$ cat config.mk
export PLATFORM = sky130hd
export DESIGN_NAME = prpo_top
export DESIGN_NICKNAME = d
export VERILOG_FILES = /design/src/hw/prpo_pkg.sv /design/src/hw/prpo_cell.sv /design/src/hw/prpo_top.sv
export SDC_FILE = /design/constraint.sdc
export NUM_CORES = 1
export LEC_CHECK = 0
export BUFFER_PORTS_ARGS = -buffer_cell sky130_fd_sc_hd__buf_2
export CORE_MARGIN = 10
export CORE_UTILIZATION = 43
export DETAILED_ROUTE_END_ITERATION = 6
export GPL_TIMING_DRIVEN = 0
export PLACE_DENSITY = 0.75
export SLEW_MARGIN = 20
export SYNTH_ARGS = -nofsm -noshare
export SYNTH_HDL_FRONTEND = slang
export SYNTH_SLANG_ARGS = --single-unit
$ cat constraint.sdc
create_clock -name sys_clk -period 1.2 [get_ports sys_clk]
set_input_delay 0.06 -clock sys_clk [delete_from_list [all_inputs] [get_ports sys_clk]]
set_output_delay 0.06 -clock sys_clk [all_outputs]
set_load 0.01 [all_outputs]
$ cat src/hw/prpo_pkg.sv
package prpo_pkg;
  localparam int PRPO_NREG = 8;
  localparam int PRPO_CLK_MHZ = 100;
  // power-up reset time, microseconds, longest allowed
  localparam int PRPO_T_PR_US = 10;
  localparam int PRPO_PR_CYCLES = (PRPO_T_PR_US * PRPO_CLK_MHZ) - 1;
  localparam int PRPO_PR_W = 10;
  localparam logic [PRPO_PR_W-1:0] PRPO_PR_LAST = PRPO_PR_W'(PRPO_PR_CYCLES);
  localparam logic [PRPO_NREG-1:0] PRPO_REG_RESET = 8'h00;

  typedef enum logic [1:0] {PRPO_NORMAL, PRPO_PRELOAD, PRPO_OBSERVE, PRPO_SPARE} prpo_mode_e;

  // per-macrocell configuration straps
  typedef struct packed {
    logic [PRPO_NREG-1:0] polarity;   // 1 inverts register onto the pin
    logic [PRPO_NREG-1:0] comb;       // 1 output is combinatorial
    logic [PRPO_NREG-1:0] oe;         // programmed output enable
  } prpo_cfg_s;

  typedef struct packed {
    logic [PRPO_NREG-1:0] dout;
    logic [PRPO_NREG-1:0] oe;
  } prpo_pin_s;
endpackage : prpo_pkg

$ cat src/hw/prpo_cell.sv
`timescale 1ns/1ns
// one macrocell flip-flop with clear, preload and async reset/preset terms
module prpo_cell
  import prpo_pkg::*;
(
  input wire logic sys_clk,
  input wire logic clear,
  input wire logic preload,
  input wire logic pin_val,
  input wire logic d,
  input wire logic ar,
  input wire logic ap,
  output logic q
);
  typedef struct packed {
    logic q;
  } prpo_cell_s;
  prpo_cell_s st_reg;
  prpo_cell_s st_next;

  // async terms beat a preload, so a bad preload is overwritten
  always_comb
  begin
    st_next = st_reg;
    if (clear)
      st_next.q = 1'b0;
    else if (ar)
      st_next.q = 1'b0;
    else if (ap)
      st_next.q = 1'b1;
    else if (preload)
      st_next.q = pin_val;
    else
      st_next.q = d;
  end

  always_ff @(posedge sys_clk)
  begin
    st_reg <= st_next;
  end

  assign q = st_reg.q;
endmodule : prpo_cell

$ cat src/hw/prpo_top.sv
`timescale 1ns/1ns
// Overview of operation
// - power-up clears every flip-flop low
// - internal power-up reset finishes within 10 us
// - pin level follows programmed output polarity
// - preload loads all flip-flops from pins
// - observe forces output buffers on
// - async reset or preset overrides preload
// - observe forces combinatorial outputs registered
// - forced outputs get product terms zeroed
// - combinatorial outputs recover after test ends
module prpo_top
  import prpo_pkg::*;
(
  input wire logic sys_clk,
  input wire logic reset,
  input wire prpo_pkg::prpo_mode_e test_mode,
  input wire prpo_pkg::prpo_cfg_s cfg,
  input wire logic [prpo_pkg::PRPO_NREG-1:0] pin_in,
  input wire logic [prpo_pkg::PRPO_NREG-1:0] d_in,
  input wire logic [prpo_pkg::PRPO_NREG-1:0] comb_in,
  input wire logic [prpo_pkg::PRPO_NREG-1:0] ar_term,
  input wire logic [prpo_pkg::PRPO_NREG-1:0] ap_term,
  output prpo_pkg::prpo_pin_s pin_out,
  output logic por_busy,
  output logic [prpo_pkg::PRPO_NREG-1:0] reg_q
);
  import prpo_pkg::*;

  typedef struct packed {
    logic [PRPO_PR_W-1:0] pr_cnt;
    logic por_busy;
    logic [PRPO_NREG-1:0] pin_s1;
    logic [PRPO_NREG-1:0] pin_s2;
    prpo_mode_e mode_s1;
    prpo_mode_e mode_s2;
    prpo_pin_s pins;
  } prpo_top_s;
  // initial value models power-on; reset re-runs the sequence
  prpo_top_s st_reg = '{pr_cnt: '0, por_busy: 1'b1, pin_s1: '0, pin_s2: '0,
                        mode_s1: PRPO_NORMAL, mode_s2: PRPO_NORMAL, pins: '0};
  prpo_top_s st_next;

  logic preload_now;
  logic observe_now;
  logic [PRPO_NREG-1:0] q;
  logic [PRPO_NREG-1:0] pt_gate;

  // spare select code acts as normal mode
  assign preload_now = !st_reg.por_busy && st_reg.mode_s2 == PRPO_PRELOAD;
  assign observe_now = !st_reg.por_busy && st_reg.mode_s2 == PRPO_OBSERVE;
  // product terms zeroed on combinatorial outputs during any test mode
  assign pt_gate = (preload_now || observe_now) ? ~cfg.comb : {PRPO_NREG{1'b1}};

  // flip-flops, buried ones included; async terms win over preload
  genvar gi;
  generate
    for (gi = 0; gi < PRPO_NREG; gi++)
    begin : g_cell
      prpo_cell u_cell (
        .sys_clk(sys_clk),
        .clear(st_reg.por_busy),
        .preload(preload_now),
        .pin_val(st_reg.pin_s2[gi]),
        .d(d_in[gi] & pt_gate[gi]),
        .ar(ar_term[gi] & !st_reg.por_busy),
        .ap(ap_term[gi] & !st_reg.por_busy),
        .q(q[gi])
      );
    end
  endgenerate

  // power-up sequencing and pin drive
  always_comb
  begin
    st_next = st_reg;
    st_next.pin_s1 = pin_in;
    st_next.pin_s2 = st_reg.pin_s1;
    st_next.mode_s1 = test_mode;
    st_next.mode_s2 = st_reg.mode_s1;
    if (st_reg.por_busy)
    begin
      if (st_reg.pr_cnt == PRPO_PR_LAST)
        st_next.por_busy = 1'b0;
      else
        st_next.pr_cnt = st_reg.pr_cnt + PRPO_PR_W'(1);
    end
    for (int i = 0; i < PRPO_NREG; i++)
    begin
      if (observe_now)
      begin
        // combinatorial outputs show the register instead
        st_next.pins.dout[i] = q[i] ^ cfg.polarity[i];
        st_next.pins.oe[i] = 1'b1;
      end
      else if (preload_now)
      begin
        // pins are inputs while the tester drives them
        st_next.pins.dout[i] = 1'b0;
        st_next.pins.oe[i] = 1'b0;
      end
      else
      begin
        // combinatorial path recomputed from live inputs after test
        st_next.pins.dout[i] = (cfg.comb[i] ? comb_in[i] : q[i]) ^ cfg.polarity[i];
        st_next.pins.oe[i] = cfg.oe[i];
      end
    end
    if (reset)
    begin
      st_next.pr_cnt = '0;
      st_next.por_busy = 1'b1;
    end
  end

  // only the clocked process writes the state; power-on value sits on the declaration
  always_ff @(posedge sys_clk)
  begin
    st_reg <= st_next;
  end

  assign pin_out = st_reg.pins;
  assign por_busy = st_reg.por_busy;
  assign reg_q = q;
endmodule : prpo_top

======== Yosys cells after proc, flatten, opt, wreduce, memory -nomap -nowiden ========
Cells that the tools add are included.
storage, ports and cells
  input bits .............................. 68
  register bits ........................... 55
  output and inout bits ................... 25
  word-level logic and storage cells ...... 126
cells by class
  mux-type cells .......................... 51
  add/subtract/negate cells ............... 1
  equal/unequal tests ..................... 3
  reduce and logical (&&, ||, !) cells .... 13
  bitwise gates (word level) .............. 42
operators by type and width
  kind                     number
  $mux W1                  50
  $and A1 B1 Y1            24
  $reduce_or A2 Y1         8
  $xor A1 B1 Y1            16
  $add A10 B1 Y10 const B  1
  $eq A10 B10 Y1 const B   1
  $mux W8                  1
  $not A8 Y8               1
  $eq A2 B1 Y1 const B     1
  $eq A2 B2 Y1 const B     1
  $logic_and A1 B1 Y1      2
  $reduce_and A2 Y1        1
  $logic_not A1 Y1         1
  $logic_or A1 B1 Y1       1
  $not A1 Y1               1

======== Longest topological paths before layout ========
Gate-level depths: netlist (run 1).
  depth after elaboration ................. 7
  mapped depth ............................ 5
  depth with buffers taken out ............ 4

======== Cells and area by module ========
Synthesis (run 1) repeated with hierarchy kept, for this count alone.
second synthesis, totals
  cell total of the unflattened synthesis .. 249
  area total of the unflattened synthesis .. 2,427.3 µm²
by module, submodules not included
  module     area an instance (µm²)  seq. area each (µm²)  cells an instance  times used
  prpo_top   2,057.0                 940.9                 217                1
  prpo_cell  46.3                    20.0                  4                  8

======== Worst setup path before layout (run 1) ========
No wires, ideal clock.
  kind .................................... reg-to-reg
  from .................................... reg st_reg (netlist bit por_busy)
  to ...................................... reg st_reg[46] (netlist name)
  cell stages (with the launch flop) ...... 5
  path slack .............................. -0.212 ns
  path buffers ............................ 1
  period minus slack after synthesis ...... 1.412 ns
  required time ........................... 1.079 ns
  arrival ................................. 1.291 ns
  setup time .............................. 0.121 ns
  path through ............................ dfxtp_1 -> buf_2 -> nand3_1 -> nor4_1 -> mux2_2
between the ends
  longest elaborated chain between the ends .. 1
ends and longest elaborated chain
  item                                line             source
  from (decl)                         prpo_top.sv:40   prpo_top_s st_reg = '{pr_cnt: '0, por_busy: 1'b1, pin_s1: '0, pin_s2: '0,
  from (signal assigned)              prpo_top.sv:119  st_reg <= st_next;
  $reduce_and A2 Y1 (no source line)  n/a
Every way passes these cells.
A chain may end at the register's enable or synchronous reset.

==> impl_metrics.tcl, run 1 <==
set metrics [dict create \
    status "finished with violations" \
    violations "setup timing" \
    nFillCells 342 \
    n_antenna_cell 0 \
    place_ws_ns -0.396 \
    totalWireLength_um 8000 \
    period_needed_ns 1.28 \
    path_buf_inv 1 \
    cts_tree "yes" \
    relSlewSlack_pct 62.6 \
    synthTopCellsByCount "dfxtp_1 (55), buf_4 (24), xor2_1 (17)" \
    grt_antenna_before_repair 0 \
    grt_pass1_wl_um 11300 \
    yosysSeqAreaShare_pct 47.4 \
    crit_chain "or3b_4, buf_8, a21boi_2, o21ai_1" \
    die_h_um 93.5 \
    p_total_mw 4.18 \
    grt_overflow 0 \
    drt-initial-drc-count 89 \
    port_buffers 92 \
    rsz0062_at_grt "true" \
    instances_no_fill 463 \
    synthCells 242 \
    dp_hpwl_um 4730 \
    end_kind "register" \
    worst_slack_ns -0.0845 \
    dr.pass1.iters 4 \
    core_area_mm2 0.00517 \
    final_max_slew_viol_count 0 \
    final_cell_area_mm2 0.00384 \
    cp.required_ns 1.40 \
    ys.flop_type "dfxtp_1" \
    avgRoutedWirePerCell_um 17.3 \
    cts.path.max_buffers 2 \
    critPathTopFamily "flip-flops" \
    worst_setup_path_start_kind "register" \
    cts_root_buf "clkbuf_8" \
    synth_area_mm2 0.00232 \
    finalSetupTns_ns -0.812 \
    numCtsBuffers 5 \
    drc_errors 0 \
    clkSinkCount 55 \
    gp_congestion 0.819 \
    synth_edf_count 0 \
    hold_viol 0 \
    synth.area.top_cells "dfxtp_1 (47%), buf_4 (7.8%), xor2_1 (6.4%)" \
    ir_drop_v 0.000986 \
    core.rowCount 26 \
    critical_path_arrival_ns 1.48 \
    start_util_pct 44.9 \
    holdWs_ns 0.0107 \
    die-area_mm2 0.00875 \
    final-setup-viol-count 19 \
    worstMarginPinSlew_ns 0.561 \
    synth-async-reset-ratio_pct 0 \
    synth_warnings 0 \
    grt_max_degree 17 \
    fin_skew_ns 0.00527 \
    synth_cell_types 37 \
    vias 2351 \
    place_area_mm2 0.00293 \
    yosysMostFrequentCell "dfxtp_1" \
    final_core_util_pct 74.2 \
    clk_latency_ns 0.31 \
    grt_pass1_vias 2339 \
    area_delta_synth_final_pct 65.1 \
    track_usage_pct 16.0 \
    synth.avg_cell_area_um2 9.61 \
    dpl.cell_count 404 \
    io_pins 93 \
    worst_hold_path_type "in2reg" \
    synth_top_area_cell "dfxtp_1" \
    power_density_mw_per_mm2 1090 \
    cpPeakStageDelay_ns 0.41 \
    min_period_over_period_pct 107 \
    largest_reg_flops 20 \
    crit_type "reg2reg" \
    critPathMaxFanout 10 \
    syn_nets 311 \
    htreeDepth 2 \
    clock.fmax_mhz 779 \
    drive_gt1_share_pct 53.2 \
    drv_cap 0 \
    synth_top_area_share_pct 47.4 \
    slowest_stage "dfxtp_4" \
    p_leak_nw 1.77 \
    yosys_register_bits 55 \
    postRouteAntennaNets 0 \
    path_clk_slew_ns 0.10 \
    chipWidth_um 93.5 \
    routed_via_density 5.08 \
    layout.nets 461 \
]
[final timing paths]
check | end | slack [ns] | depth (start not counted) | from
max | pin_out[15] | -0.08 | 4 | por_busy
min | g_cell[0].u_cell.q | 0.01 | 3 | d_in[0]
max reg2reg | pin_out[15] | -0.08 | 4 | por_busy
min reg2reg | st_reg[20] | 0.34 | 0 | st_next[20]
[area by class of cell]
| class | instances | area [um2] | share of cell area (%) |
|---|---|---|---|
| clock buffer | 7 | 108 | 2.80 |
| multi-input combinational | 150 | 1250 | 32.5 |
| tap | 70 | 87.6 | 2.28 |
| sequential | 55 | 1140 | 29.6 |
| inverter | 3 | 11.3 | 0.293 |
| timing repair buffer | 144 | 956 | 24.9 |
| buffer | 33 | 288 | 7.50 |
| clock inverter | 1 | 5.00 | 0.130 |
[logic make-up after synthesis]
kind of cell	synth area share, %
compound gates	16.9
flops	47.4
fa+ha+maj	0.538
simple gates	18.0
buf+inv	10.3
xor+xnor	6.40
mux	0.484
[cell usage in the layout (no fill, tap or decap), types with 4 or more instances in the layout]
master / Yosys / final
dfxtp_1: 55 / 44
a21oi_1: 14 / 5
dfxtp_4: 0 / 9
o22ai_1: 8 / 8
nor2b_1: 5 / 4
a21oi_4: 0 / 4
dlygate4sd3_1: 0 / 29
clkbuf_8: 0 / 6
a21o_1: 8 / 8
a21oi_2: 0 / 5
xor2_1: 17 / 17
nand2_1: 10 / 9
a211oi_2: 0 / 6
a21boi_2: 0 / 8
buf_4: 24 / 44
buf_6: 0 / 5
nand4_1: 5 / 5
o21ai_1: 0 / 9
nand3b_1: 9 / 9
nand3_1: 13 / 9
nor2_1: 4 / 4
buf_2: 6 / 92
[worst min-delay path, delay by kind of cell]
family	cells	cell delay, ns
compound gates	1	0.07
buf+inv	1	0.10
simple gates	1	0.06
[power breakdown]
part / switching, mW / total (mW) / leakage (nW) / internal [mW]
Sequential: 0.0858 / 2.03 / 0.463 / 1.95
Combinational: 0.400 / 0.950 / 1.24 / 0.550
Clock: 0.601 / 1.19 / 0.0594 / 0.593
Total: 1.09 / 4.18 / 1.77 / 3.09
[routing by layer]
metal  GRT usage [%]  up-vias  part of all wire, %
li1                -     1139                    -
met1            17.0     1096                   36
met2            28.0       96                   53
met3            7.03       20                  8.6
met4            4.24        0                  2.2
met5               0        -                    0
[repair_timing]
item,4_1_cts,5_1_grt
gates cloned,0,2
endpoints found under the hold margin,26,0
hold buffers,29,0
endpoints found under the setup margin,30,34
setup buffers,6,16
gates resized for setup,36,51
pin swaps,8,20
Note: power is estimated with default switching activity, not from simulation.
==> inputs of run 2 (changes only) <==
- PLACE_DENSITY: 0.75 -> default
- PLACE_DENSITY_LB_ADDON: default -> 0.1
==> impl_metrics.tcl, run 2 (synthesis gave the netlist of run 1 again) <==
set metrics [dict create \
    path_clk_slew_ns 0.09 \
    start_util_pct 44.9 \
    rsz0062_at_grt "true" \
    n_antenna_cell 0 \
    die_h_um 93.5 \
    worstMarginPinSlew_ns 0.473 \
    r2r_end "g_cell[2].u_cell.q" \
    violations "setup timing" \
    final_max_slew_viol_count 0 \
    relSlewSlack_pct 68.5 \
    most-common-layout-cells "buf_2 (94), buf_4 (47), dfxtp_1 (44), dlygate4sd3_1 (30), xor2_1 (17)" \
    routed_via_density 4.96 \
    crit_type "reg2reg" \
    gp_congestion 0.800 \
    status "finished with violations" \
    cp.required_ns 1.42 \
    grt_overflow 0 \
    min_path_cells 3 \
    cts_root_buf "clkbuf_8" \
    p_leak_nw 1.76 \
    finalSetupTns_ns -0.417 \
    port_buffers 92 \
    critical_path_arrival_ns 1.49 \
    core.rowCount 26 \
    drive_gt1_share_pct 52.4 \
    ir_drop_v 0.000883 \
    clk_latency_ns 0.30 \
    hold_start "d_in[1]" \
    period_needed_ns 1.27 \
    chipWidth_um 93.5 \
    min_period_over_period_pct 106 \
    layout.cells.most_common "buf_2" \
    track_usage_pct 15.6 \
    rrSetupSlack_ns -0.07 \
    grt_pass1_wl_um 11300 \
    nFillCells 374 \
    place_ws_ns -0.447 \
    area_delta_synth_final_pct 65.2 \
    r2r_cells 5 \
    layout.nets 464 \
    dp_hpwl_um 4600 \
    cts.path.max_buffers 2 \
    end_kind "register" \
    final_cell_area_mm2 0.00384 \
    worst_hold_path_type "in2reg" \
    numCtsBuffers 5 \
    avgRoutedWirePerCell_um 15.7 \
    place_area_mm2 0.00293 \
    die-area_mm2 0.00875 \
    drv_cap 0 \
    drt-initial-drc-count 57 \
    holdWs_ns 0.0246 \
    vias 2308 \
    largest_reg_flops 20 \
    crit_start "st_reg[16]" \
    final-setup-viol-count 18 \
    dr.pass1.iters 4 \
    htreeDepth 2 \
    postRouteAntennaNets 0 \
    cts_tree "yes" \
    grt_antenna_before_repair 0 \
    fin_skew_ns 0.00645 \
    worst_slack_ns -0.0719 \
    drc_errors 0 \
    min_to "g_cell[1].u_cell.q" \
    critPathMaxFanout 8 \
    io_pins 93 \
    dpl.cell_count 404 \
    instances_no_fill 465 \
    grt_pass1_vias 2382 \
    hold_viol 0 \
    core_area_mm2 0.00517 \
    totalWireLength_um 7280 \
    clkSinkCount 55 \
    worst_setup_path_start_kind "register" \
    clock.fmax_mhz 786 \
    grt_max_degree 16 \
    r2r_start "st_reg[16]" \
    power_density_mw_per_mm2 1070 \
]
run 2: cell types whose count changed in the layout (fill, tap and decap cells not counted), moves of 2 or more:
cell,change
nand2b_1,-2
nand3_2,-2
nand3_1,+2
buf_2,+2
buf_4,+3
nand2b_4,+2
run 2: routing by layer:
layer / track usage (%) / routed length (um)
met1: 16.6 / 2700
met2: 27.4 / 3750
met3: 7.11 / 759
met4: 3.73 / 73
met5: 0 / 0
run 2: worst max-delay path, cell delays in order, from the launching register on:
cell	delay [ns]
dfxtp_4	0.39
buf_6	0.12
nor3b_4	0.21
buf_12	0.18
a21oi_4	0.07
a211oi_2	0.23
run 2: worst max-delay path by stage:
stage                              end  cells past startpoint
floorplan                   st_reg[46]                      4
global placement    g_cell[0].u_cell.q                      4
detailed placement  g_cell[0].u_cell.q                      4
CTS                         st_reg[46]                      4
global route                st_reg[46]                      4
finish              g_cell[2].u_cell.q                      5
run 2: area by class of cell:
type / instances / area [um2] / area share, %
buffer: 33 / 275 / 7.17
inverter: 3 / 11.3 / 0.293
tap: 70 / 87.6 / 2.28
clock buffer: 7 / 97.6 / 2.54
timing repair buffer: 147 / 977 / 25.4
multi-input combinational: 150 / 1250 / 32.6
sequential: 55 / 1140 / 29.7
run 2: through the flow:
| stage | power (mW) | util (%) |
|---|---|---|
| 3_3_place_gp | 2.65 | 56.7 |
| 2_1_floorplan | 2.42 | - |
| 6_report | 4.11 | 74.3 |
| 5_1_grt | 4.32 | 74.3 |
| 4_1_cts | 3.89 | 67.9 |
| 3_5_place_dp | 2.66 | 56.7 |
run 2: what timing repair did:
action                     CTS  global route
setup endpoints to repair   30            33
hold endpoints to repair    26             0
pin swaps                    7            29
gates cloned                 0             1
hold buffers                30             0
setup buffers                7            18
gates resized for setup     37            47
run 2: power by group:
| group | internal [mW] | switching (mW) | total (mW) |
|---|---|---|---|
| combinational | 0.588 | 0.382 | 0.970 |
| clock | 0.529 | 0.565 | 1.09 |
| sequential | 1.95 | 0.101 | 2.05 |
